--- config.mk ---
export PLATFORM = sky130hd
export DESIGN_NAME = etc_endpoint_type_config
export DESIGN_NICKNAME = d
export VERILOG_FILES = /design/src/etc_pkg.sv /design/src/etc_ep_state.sv /design/src/etc_endpoint_type_config.sv
export SDC_FILE = /design/constraint.sdc
export NUM_CORES = 1
export LEC_CHECK = 0
export CORE_ASPECT_RATIO = 0.8
export CORE_MARGIN = 5
export CORE_UTILIZATION = 31
export DETAILED_ROUTE_END_ITERATION = 6
export DONT_BUFFER_PORTS = 1
export SLEW_MARGIN = 20
export SYNTH_ARGS = -nofsm -noshare
export SYNTH_HDL_FRONTEND = slang
export SYNTH_SLANG_ARGS = --single-unit
export TNS_END_PERCENT = 30
--- constraint.sdc ---
create_clock -name i_sys_clk -period 1.9 [get_ports i_sys_clk]
set_input_delay 0.38 -clock i_sys_clk [delete_from_list [all_inputs] [get_ports i_sys_clk]]
set_output_delay 0.38 -clock i_sys_clk [all_outputs]
set_load 0.01 [all_outputs]
--- src/etc_pkg.sv ---
package etc_pkg;
  // ----------------------------------------
  // Register map
  // ----------------------------------------
  localparam logic [7:0] ETC_ADDR_KIND_CONFIG = 8'h08;
  localparam int ETC_NUM_EP = 16;
  localparam int ETC_IDX_W = 4;
  localparam logic [15:0] ETC_KIND_RESET = 16'h0000;
  localparam logic [15:0] ETC_DEFINED_MASK = 16'h001f;
  // ----------------------------------------
  // Field positions
  // ----------------------------------------
  localparam int ETC_BIT_SUPPRESS = 4;
  localparam int ETC_BIT_ENABLE = 3;
  localparam int ETC_BIT_DUAL = 2;
  localparam int ETC_BIT_KIND_HI = 1;
  localparam int ETC_BIT_KIND_LO = 0;
  // ----------------------------------------
  // Transfer kinds
  // ----------------------------------------
  typedef enum logic [1:0] {
    ETC_KIND_UNUSED = 2'h0,
    ETC_KIND_ISO = 2'h1,
    ETC_KIND_BULK = 2'h2,
    ETC_KIND_INTR = 2'h3
  } etc_kind_e;
  // ----------------------------------------
  // Per-endpoint configuration
  // ----------------------------------------
  typedef struct packed {
    logic zero_len_pkt_suppress;
    logic ep_enable;
    logic dual_buffer_en;
    etc_kind_e transfer_kind_sel;
  } etc_cfg_s;
  // ----------------------------------------
  // Register port bundle
  // ----------------------------------------
  typedef struct packed {
    logic wr;
    logic rd;
    logic [7:0] addr;
    logic [15:0] wdata;
  } etc_req_s;
  // ----------------------------------------
  // Endpoint status bundle
  // ----------------------------------------
  typedef struct packed {
    logic fifo_active;
    logic dual_buffer_en;
    logic buf_sel;
    logic data_toggle;
    logic zlp_pending;
    logic is_iso;
    logic is_bulk;
    logic is_intr;
  } etc_stat_s;
endpackage

--- src/etc_ep_state.sv ---
`timescale 1ns/1ps
// Per-endpoint toggle, buffer pointer and zero-length packet state
module etc_ep_state
  import etc_pkg::*;
(
  // Clock and reset
  input wire logic i_sys_clk,
  input wire logic i_rst_n,
  input wire logic i_bus_reset,
  // Configuration
  input wire etc_cfg_s i_cfg,
  input wire logic i_enable_rise,
  // Traffic events
  input wire logic i_pkt_done,
  input wire logic i_dma_in_done,
  input wire logic i_in_token,
  // State
  output logic o_toggle,
  output logic o_buf_sel,
  output logic o_zlp_pending
);
  logic toggle_ff;
  logic buf_sel_ff;
  logic zlp_ff;
  logic active;

  assign active = i_cfg.ep_enable;
  assign o_toggle = toggle_ff;
  assign o_buf_sel = buf_sel_ff;
  assign o_zlp_pending = zlp_ff;

  // ----------------------------------------
  // Data toggle
  // ----------------------------------------
  always_ff @(posedge i_sys_clk or negedge i_rst_n)
  begin
    if (!i_rst_n)
      toggle_ff <= 1'b0;
    else if (i_bus_reset || i_enable_rise)
      toggle_ff <= 1'b0;
    else if (active && i_pkt_done)
      toggle_ff <= ~toggle_ff;
  end

  // ----------------------------------------
  // Buffer pointer
  // ----------------------------------------
  always_ff @(posedge i_sys_clk or negedge i_rst_n)
  begin
    if (!i_rst_n)
      buf_sel_ff <= 1'b0;
    else if (i_bus_reset || !active || !i_cfg.dual_buffer_en)
      buf_sel_ff <= 1'b0;
    else if (i_pkt_done)
      buf_sel_ff <= ~buf_sel_ff;
  end

  // ----------------------------------------
  // Zero-length packet after DMA IN
  // ----------------------------------------
  always_ff @(posedge i_sys_clk or negedge i_rst_n)
  begin
    if (!i_rst_n)
      zlp_ff <= 1'b0;
    else if (i_bus_reset || !active)
      zlp_ff <= 1'b0;
    else if (i_dma_in_done && !i_cfg.zero_len_pkt_suppress)
      zlp_ff <= 1'b1;
    else if (i_in_token || i_cfg.zero_len_pkt_suppress)
      zlp_ff <= 1'b0;
  end
endmodule

--- src/etc_endpoint_type_config.sv ---
`timescale 1ns/1ps
// Notes on behaviour
// The kind configuration register sits at offset 08h and acts on the indexed endpoint.
// The register is 16 bits wide with bits 15 to 5 reserved and five low defined bits.
// Transfer kind 00 is unused, 01 isochronous, 10 bulk and 11 interrupt.
// With suppression clear, a zero-length packet answers the next IN after DMA IN ends.
// With suppression set, no zero-length packet follows a DMA IN completion.
// Setting the enable bit activates the endpoint FIFO sized by its packet-size register.
// Clearing the enable bit deactivates the endpoint FIFO.
// A stall does not reset the data toggle; it resumes where it stood.
// Disabling then enabling an endpoint resets its toggle; software does this after a stall.
// Dual buffer set gives two alternating buffers; clear gives one buffer.
// Software starts a generic DMA transfer by writing an opcode to the DMA command register.
// Software keeps the sum of enabled endpoint buffers within 8192 bytes.
// Defined fields clear to zero on device reset and on USB bus reset.
module etc_endpoint_type_config
  import etc_pkg::*;
(
  // Clock and reset
  input wire logic i_sys_clk,
  input wire logic i_rst_n,
  input wire logic i_bus_reset,
  // Register port
  input wire etc_req_s i_req,
  input wire logic [ETC_IDX_W-1:0] i_ep_index,
  output logic [15:0] o_rdata,
  output logic o_rvalid,
  // Endpoint traffic
  input wire logic [ETC_IDX_W-1:0] i_traffic_ep,
  input wire logic i_pkt_done,
  input wire logic i_dma_in_done,
  input wire logic i_in_token,
  input wire logic [10:0] i_fifo_byte_size,
  // Indexed endpoint state and FIFO activity of all endpoints
  output etc_stat_s o_stat,
  output logic [ETC_NUM_EP-1:0] o_fifo_active,
  output logic [11:0] o_alloc_bytes
);
  etc_cfg_s cfg_ff [ETC_NUM_EP];
  logic enable_rise [ETC_NUM_EP];
  logic toggle [ETC_NUM_EP];
  logic buf_sel [ETC_NUM_EP];
  logic zlp [ETC_NUM_EP];
  logic wr_hit;
  logic rd_hit;
  logic pkt_hit [ETC_NUM_EP];
  logic dma_hit [ETC_NUM_EP];
  logic tok_hit [ETC_NUM_EP];
  logic [15:0] rdata_ff;
  logic rvalid_ff;
  etc_stat_s stat_ff;
  logic [ETC_NUM_EP-1:0] fifo_active_ff;
  logic [11:0] alloc_ff;
  etc_cfg_s sel_cfg;

  // ----------------------------------------
  // Helpers
  // ----------------------------------------
  function automatic etc_cfg_s etc_pack_cfg(input logic [15:0] w);
    etc_cfg_s c;
    c.zero_len_pkt_suppress = w[ETC_BIT_SUPPRESS];
    c.ep_enable = w[ETC_BIT_ENABLE];
    c.dual_buffer_en = w[ETC_BIT_DUAL];
    c.transfer_kind_sel = etc_kind_e'(w[ETC_BIT_KIND_HI:ETC_BIT_KIND_LO]);
    return c;
  endfunction

  function automatic logic [15:0] etc_unpack_cfg(input etc_cfg_s c);
    logic [15:0] w;
    w = ETC_KIND_RESET;
    w[ETC_BIT_SUPPRESS] = c.zero_len_pkt_suppress;
    w[ETC_BIT_ENABLE] = c.ep_enable;
    w[ETC_BIT_DUAL] = c.dual_buffer_en;
    w[ETC_BIT_KIND_HI:ETC_BIT_KIND_LO] = c.transfer_kind_sel;
    return w & ETC_DEFINED_MASK;
  endfunction

  function automatic logic etc_addr_hit(input logic [7:0] a);
    return a == ETC_ADDR_KIND_CONFIG;
  endfunction

  function automatic logic etc_ep_match(input logic [ETC_IDX_W-1:0] sel, input int n);
    return sel == ETC_IDX_W'(n);
  endfunction

  // ----------------------------------------
  // Register decode
  // ----------------------------------------
  assign wr_hit = i_req.wr && etc_addr_hit(i_req.addr);
  assign rd_hit = i_req.rd && etc_addr_hit(i_req.addr);
  assign sel_cfg = cfg_ff[i_ep_index];

  // ----------------------------------------
  // Traffic steering
  // ----------------------------------------
  always_comb
  begin
    for (int i = 0; i < ETC_NUM_EP; i++)
    begin
      pkt_hit[i] = i_pkt_done && etc_ep_match(i_traffic_ep, i);
      dma_hit[i] = i_dma_in_done && etc_ep_match(i_traffic_ep, i);
      tok_hit[i] = i_in_token && etc_ep_match(i_traffic_ep, i);
    end
  end

  // ----------------------------------------
  // Configuration storage
  // ----------------------------------------
  always_ff @(posedge i_sys_clk or negedge i_rst_n)
  begin
    if (!i_rst_n)
    begin
      for (int i = 0; i < ETC_NUM_EP; i++)
        cfg_ff[i] <= etc_pack_cfg(ETC_KIND_RESET);
    end
    else if (i_bus_reset)
    begin
      for (int i = 0; i < ETC_NUM_EP; i++)
        cfg_ff[i] <= etc_pack_cfg(ETC_KIND_RESET);
    end
    else if (wr_hit)
      cfg_ff[i_ep_index] <= etc_pack_cfg(i_req.wdata & ETC_DEFINED_MASK);
  end

  // ----------------------------------------
  // Enable edge detection
  // ----------------------------------------
  always_comb
  begin
    for (int i = 0; i < ETC_NUM_EP; i++)
      enable_rise[i] = wr_hit && etc_ep_match(i_ep_index, i) && !cfg_ff[i].ep_enable
        && i_req.wdata[ETC_BIT_ENABLE];
  end

  // ----------------------------------------
  // Per-endpoint state
  // ----------------------------------------
  for (genvar g = 0; g < ETC_NUM_EP; g++)
  begin : g_ep
    etc_ep_state u_state (
      .i_sys_clk(i_sys_clk),
      .i_rst_n(i_rst_n),
      .i_bus_reset(i_bus_reset),
      .i_cfg(cfg_ff[g]),
      .i_enable_rise(enable_rise[g]),
      .i_pkt_done(pkt_hit[g]),
      .i_dma_in_done(dma_hit[g]),
      .i_in_token(tok_hit[g]),
      .o_toggle(toggle[g]),
      .o_buf_sel(buf_sel[g]),
      .o_zlp_pending(zlp[g])
    );
  end

  // ----------------------------------------
  // Read port
  // ----------------------------------------
  always_ff @(posedge i_sys_clk or negedge i_rst_n)
  begin
    if (!i_rst_n)
    begin
      rdata_ff <= ETC_KIND_RESET;
      rvalid_ff <= 1'b0;
    end
    else
    begin
      rvalid_ff <= i_req.rd;
      if (rd_hit)
        rdata_ff <= etc_unpack_cfg(sel_cfg);
      else
        rdata_ff <= ETC_KIND_RESET;
    end
  end

  // ----------------------------------------
  // Indexed endpoint status
  // ----------------------------------------
  always_ff @(posedge i_sys_clk or negedge i_rst_n)
  begin
    if (!i_rst_n)
      stat_ff <= '0;
    else
    begin
      stat_ff.fifo_active <= sel_cfg.ep_enable;
      stat_ff.dual_buffer_en <= sel_cfg.dual_buffer_en;
      stat_ff.buf_sel <= buf_sel[i_ep_index];
      stat_ff.data_toggle <= toggle[i_ep_index];
      stat_ff.zlp_pending <= zlp[i_ep_index];
      stat_ff.is_iso <= sel_cfg.transfer_kind_sel == ETC_KIND_ISO;
      stat_ff.is_bulk <= sel_cfg.transfer_kind_sel == ETC_KIND_BULK;
      stat_ff.is_intr <= sel_cfg.transfer_kind_sel == ETC_KIND_INTR;
    end
  end

  // ----------------------------------------
  // FIFO activation and allocation
  // ----------------------------------------
  always_ff @(posedge i_sys_clk or negedge i_rst_n)
  begin
    if (!i_rst_n)
    begin
      fifo_active_ff <= '0;
      alloc_ff <= '0;
    end
    else
    begin
      for (int i = 0; i < ETC_NUM_EP; i++)
        fifo_active_ff[i] <= cfg_ff[i].ep_enable;
      if (!sel_cfg.ep_enable)
        alloc_ff <= '0;
      else if (sel_cfg.dual_buffer_en)
        alloc_ff <= {i_fifo_byte_size, 1'b0};
      else
        alloc_ff <= {1'b0, i_fifo_byte_size};
    end
  end

  // ----------------------------------------
  // Outputs
  // ----------------------------------------
  assign o_rdata = rdata_ff;
  assign o_rvalid = rvalid_ff;
  assign o_stat = stat_ff;
  assign o_fifo_active = fifo_active_ff;
  assign o_alloc_bytes = alloc_ff;
endmodule

### After elaboration in Yosys (flattened, before gate mapping)

Index checks and enable logic that the tools add are counted.

* $lt $le $gt $ge: 2
* eq/ne operators: 34
* muxes and demuxes: 132
* bitwise operators: 33
* reduce and logical (&&, ||, !) cells: 294

Operator list (number)
* $mux W80: 2
* $logic_and A1 B1 Y1: 131
* $mux W1: 118
* $bwmux W80: 1
* $reduce_bool A2 Y1: 33
* $eq A4 B4 Y1 const B: 16
* $logic_or A1 B1 Y1: 64
* $logic_not A1 Y1: 48
* $reduce_bool A3 Y1: 16
* $eq A4 B3 Y1 const B: 8
* $not A1 Y1: 32
* $mux W12: 2
* $bmux W5 S4: 1
* $demux W5 S4: 1
* $mux W5: 4
* $eq A4 B2 Y1 const B: 4
* $bmux W1 S4: 3
* $eq A4 B1 Y1 const B: 2
* $eq A8 B4 Y1 const B: 1
* $logic_not A4 Y1: 2
* $ge A5 B5 Y1 const B: 1
* $lt A5 B1 Y1 const B: 1
* $not A4 Y5: 1
* $eq A2 B2 Y1 const B: 2
* $eq A2 B1 Y1 const B: 1

* bits in registers: 181
* input bits: 51
* output and inout bits: 53
* logic and storage cells: 619

### Depth between registers and ports, before layout

* word-level depth: 8
* depth in mapped cells: 8
* depth with buffers taken out: 5

### Cells and area by module

Synthesis repeated with hierarchy kept, for this count alone.

* cells, all modules: 768
* area total of the unflattened synthesis: 8689.6 µm²

By module, submodules not included
* etc_endpoint_type_config: times used 1, cells an instance 592, area each 6367.4 µm², seq. area each 3052.9 µm²
* etc_ep_state: times used 16, cells an instance 11, area each 145.1 µm², seq. area each 75.1 µm²

### Least setup slack after synthesis

OpenSTA, ideal clock, no wires.

* kind: input-to-reg
* start: input i_ep_index[0]
* end: register stat_ff (netlist bit o_stat[4])
* arrival time: 2081 ps
* setup slack: -319 ps
* cell stages on the path: 5
* cell sequence: buf_4 > buf_2 > buf_2 > mux4_2 > mux4_2

* cells in the longest elaborated chain, start to end: 4

Ends and longest elaborated chain
* start, declared: line etc_endpoint_type_config.sv:25 `input wire logic [ETC_IDX_W-1:0] i_ep_index,`
* $not A4 Y5 (not written as such): line etc_endpoint_type_config.sv:187 `stat_ff.data_toggle <= toggle[i_ep_index];`
* $bmux W1 S4: line etc_endpoint_type_config.sv:187
* $mux W1 (not written as such) (2 in series): line etc_endpoint_type_config.sv:187
* end, declared: line etc_endpoint_type_config.sv:51 `etc_stat_s stat_ff;`

Every way passes these cells. The select of a mux whose other input is x is not followed.
A chain may end at the register's enable or synchronous reset.

### Worst setup path in the final report

* start: register cfg_ff[17] in the netlist's numbering
* end: register alloc_ff[2], in the netlist o_alloc_bytes[2]

* cells in the longest elaborated chain, start to end: 5

Ends and longest elaborated chain
* start, declared: line etc_endpoint_type_config.sv:39 `etc_cfg_s cfg_ff [ETC_NUM_EP];`
* start signal, assigned by index: line etc_endpoint_type_config.sv:114 `cfg_ff[i] <= etc_pack_cfg(ETC_KIND_RESET);`
* start signal, assigned by index: line etc_endpoint_type_config.sv:119 `cfg_ff[i] <= etc_pack_cfg(ETC_KIND_RESET);`
* start signal, assigned by index: line etc_endpoint_type_config.sv:122 `cfg_ff[i_ep_index] <= etc_pack_cfg(i_req.wdata & ETC_DEFINED_MASK);`
* $bmux W5 S4: line etc_endpoint_type_config.sv:91 `assign sel_cfg = cfg_ff[i_ep_index];`
* $mux W5 (not written as such) (2 in series): line etc_endpoint_type_config.sv:91
* $mux W12: line etc_endpoint_type_config.sv:211 `else if (sel_cfg.dual_buffer_en)`
* $mux W12: line etc_endpoint_type_config.sv:209 `if (!sel_cfg.ep_enable)`
* end signal, assigned: line etc_endpoint_type_config.sv:212 `alloc_ff <= {i_fifo_byte_size, 1'b0};`
* end signal, assigned: line etc_endpoint_type_config.sv:214 `alloc_ff <= {1'b0, i_fifo_byte_size};`
* end, declared: line etc_endpoint_type_config.sv:53 `logic [11:0] alloc_ff;`

Every way passes these cells. The select of a mux whose other input is x is not followed.

==> impl_metrics.tcl <==
set metrics [dict create \
    dp_cells 1076 \
    grt-ovfl-total 0 \
    regArea_um2 4250 \
    hold_violations 170 \
    synth_top_area_share 0.518 \
    nFillCells 2589 \
    worst-path-buf-inv 2 \
    hp-class "in2async" \
    critPathTopFamily "multiplexers" \
    vias_per_cell 5.19 \
    slew_viol_final 0 \
    min_period_over_period 0.967 \
    ys_ff_latch 170 \
    violations "negative hold slack" \
    diodes 0 \
    drv_cap 0 \
    die_h_um 156 \
    max_stage_delay_ps 520 \
    grt_max_degree 171 \
    synth_warnings 0 \
    synth_top_area_cell "dfrtp_1" \
    fmax_mhz 544 \
    p_seq_frac 0.506 \
    stdcell_count 1113 \
    grt_pass1_wl_mm 35.6 \
    ios 104 \
    clk_pin_slew_worst_paths_ps 70 \
    cts_buffers 17 \
    vias 5779 \
    synth_cell_types 43 \
    r2r-start "cfg_ff[17]$_DFFE_PN0P_" \
    r2r_end "o_alloc_bytes[2]$_DFF_PN0_" \
    cp_cell_sequence "mux4_2 -> mux2i_1 -> buf_4 -> and2_1 -> buf_4 -> o21ai_0 -> a21oi_1" \
    grt_pass1_vias 5826 \
    multi_input_area_um2 3690 \
    cts_tree "built" \
    setup-violations-final 0 \
    area_delta_synth_final_pct 13.9 \
    clock-root-buffer "clkbuf_16" \
    drt-pass1-iter-count 6 \
    p_leak_nw 4.24 \
    rrSetupSlack_ps 60 \
    cts.path.max_buffers 2 \
    ant_nets 0 \
    report.power.total_mw 7.21 \
    wirelength_mm 23.0 \
    skew_ps 12.7 \
    syn_avg_cell_area_um2 11.3 \
    ir_worst_vdd_v 0.000631 \
    slew_headroom 0.528 \
    gp_congestion 0.802 \
    drc 0 \
    cts.htree.levels 4 \
    crit_path_end_kind "flop" \
    status "complete, but fails checks" \
    antenna_found_initial 0 \
    clkPwrFrac 0.463 \
    layout.nets 794 \
    ys.flop_type "dfrtp_1" \
    path_class "reg2reg" \
    syn_area_um2 8210 \
    grt_use_total 0.157 \
    p_comb_frac 0.031 \
    die_w_um 192 \
    worst_path_most_repeated_cell "buf_4" \
    insertion_delay_ps 450 \
    synth-edff-count 0 \
    dieArea_um2 29900 \
    p_sw_mw 1.67 \
    whs_ps -370 \
    yosysSeqAreaShare 0.518 \
    rr_worst_depth 7 \
    cp_slowest_cell "mux4_2" \
    drtIter0Drc 530 \
    critPathMaxFanout 11 \
    worst_slew_pin_slew_ps 707 \
    rows 53 \
    finalCriticalPeriod_ps 1840 \
    portBuffers 0 \
    clock-sinks 170 \
    powerDensity_nw_per_um2 770 \
    synth_area_leaders "dfrtp_1 52%, mux4_2 9.9%, mux2i_1 8.5%" \
    sw_frac_of_total 0.232 \
    core_area_um2 26200 \
    drive_above_1_share 0.159 \
    p_int_mw 5.53 \
    routedWlPerCell_um 20.6 \
    startpoint_type "flop" \
    tns_ps 0 \
    synthCells 728 \
    place_hpwl_mm 15.3 \
    async_flop_share 1.00 \
    rsz0062_at_grt "false" \
    critPathArrivalTime_ps 2200 \
    worstPathRequired_ps 2260 \
    initial_core_util 0.313 \
]
-- sequential cells by signal (all words and copies together) (netlist names) --
signal / flops
g_ep.u_state.o_buf_sel: 16
g_ep.u_state.o_zlp_pending: 16
g_ep.u_state.o_toggle: 16
o_stat: 8
o_rvalid: 1
cfg_ff: 80
o_fifo_active: 16
o_rdata: 5
o_alloc_bytes: 12
-- routing by layer --
metal  GRT usage  part of all wire  vias to the layer above
met5           0                 0                        -
met4      0.0393             0.016                        0
met3      0.0526             0.080                       32
met2       0.226              0.44                      216
met1       0.230              0.47                     2964
li1            -                 -                     2567
-- cell usage after synthesis (2+ instances only) --
cell type,count
a21oi_1,25
a22oi_1,16
and2_1,2
buf_1,3
buf_2,12
buf_4,12
clkbuf_1,34
dfrtp_1,170
inv_1,5
mux2_2,4
mux2i_1,70
mux4_2,36
nand2_1,60
nand2b_1,22
nand3_1,15
nor2_1,84
nor2b_1,7
nor3_1,26
nor3_2,2
nor3b_1,17
o211ai_1,9
o21ai_0,31
o21ai_1,4
o21bai_1,3
o22ai_1,4
or3_1,8
xnor2_1,2
xor2_1,30
-- power groups by stage --
stage / Sequential (mW) / Combinational (mW) / Clock, mW
after floorplan: 3.71 / 0.281 / 0
after global placement: 3.72 / 0.199 / 0
after detailed placement: 3.72 / 0.201 / 0
after CTS: 3.65 / 0.214 / 3.39
after global routing: 3.65 / 0.241 / 3.57
final: 3.65 / 0.222 / 3.34
-- stage by stage --
| stage | util | instance area [um^2] | setup WS, ps |
|---|---|---|---|
| after detailed placement | 0.334 | 8740 | -358 |
| after global routing | 0.357 | 9350 | 6.32 |
| after global placement | 0.334 | 8740 | -329 |
| after CTS | 0.356 | 9330 | 79.3 |
| after floorplan | - | 8330 | -247 |
| final | 0.357 | 9350 | 62.9 |
-- final cells by class --
cell class              count  share of cell area
clock inverters            11             0.00936
multi-input cells         501               0.395
flip-flops and latches    170               0.455
well taps                 357              0.0478
clock buffers              21              0.0503
inverters                   5             0.00201
repair buffers             48              0.0412
-- worst max-delay path by stage --
| stage | startpoint | endpoint | slack (ps) | cells past startpoint |
|---|---|---|---|---|
| after global routing | cfg_ff[17]$_DFFE_PN0P_ | o_alloc_bytes[9]$_DFF_PN0_ | 6 | 7 |
| after floorplan | i_req[17] | g_ep[9].u_state.o_toggle$_DFFE_PN0P_ | -250 | 7 |
| after CTS | cfg_ff[2]$_DFFE_PN0P_ | o_alloc_bytes[2]$_DFF_PN0_ | 80 | 7 |
| after global placement | i_req[17] | g_ep[8].u_state.o_toggle$_DFFE_PN0P_ | -330 | 5 |
| after detailed placement | i_req[17] | g_ep[8].u_state.o_toggle$_DFFE_PN0P_ | -360 | 5 |
| final | cfg_ff[17]$_DFFE_PN0P_ | o_alloc_bytes[2]$_DFF_PN0_ | 60 | 7 |
-- cells in the final DEF (no fill, tap or decap), types with 2 or more instances in the layout --
cell / n
a22oi_1: 16
clkbuf_16: 17
mux2i_1: 70
nand2b_1: 22
nor2_1: 84
nor3_1: 26
mux4_2: 36
o21ai_1: 4
a21oi_1: 25
conb_1: 11
dfrtp_1: 170
mux2_2: 4
clkbuf_8: 3
or3_1: 8
nor2b_1: 7
and2_1: 2
o21ai_0: 30
o21bai_1: 3
inv_1: 5
o211ai_1: 9
nor3b_1: 17
nor3_2: 2
inv_6: 3
nand2_1: 60
o22ai_1: 4
xor2_1: 30
clkinv_4: 5
nand3_1: 15
buf_4: 42
xnor2_1: 2
dlygate4sd3_1: 5
clkinv_2: 2
-- logic make-up after synthesis --
group	count (synthesis)	synth area share
buffers and inverters	67	0.0381
multiplexers	110	0.190
AND/OR/NAND/NOR	253	0.150
XOR/XNOR	32	0.0341
flip-flops	170	0.518
AO/OA/AOI/OAI	95	0.0689
other	1	0.000457
-- timing repair --
action | CTS | global route
gates resized for setup | 1 | 0
endpoints found under the hold margin | 181 | 173
endpoints found under the setup margin | 8 | 0
buffers inserted | 0 | 0
hold buffers | 3 | 2
Note: power is estimated with default switching activity, not from simulation.
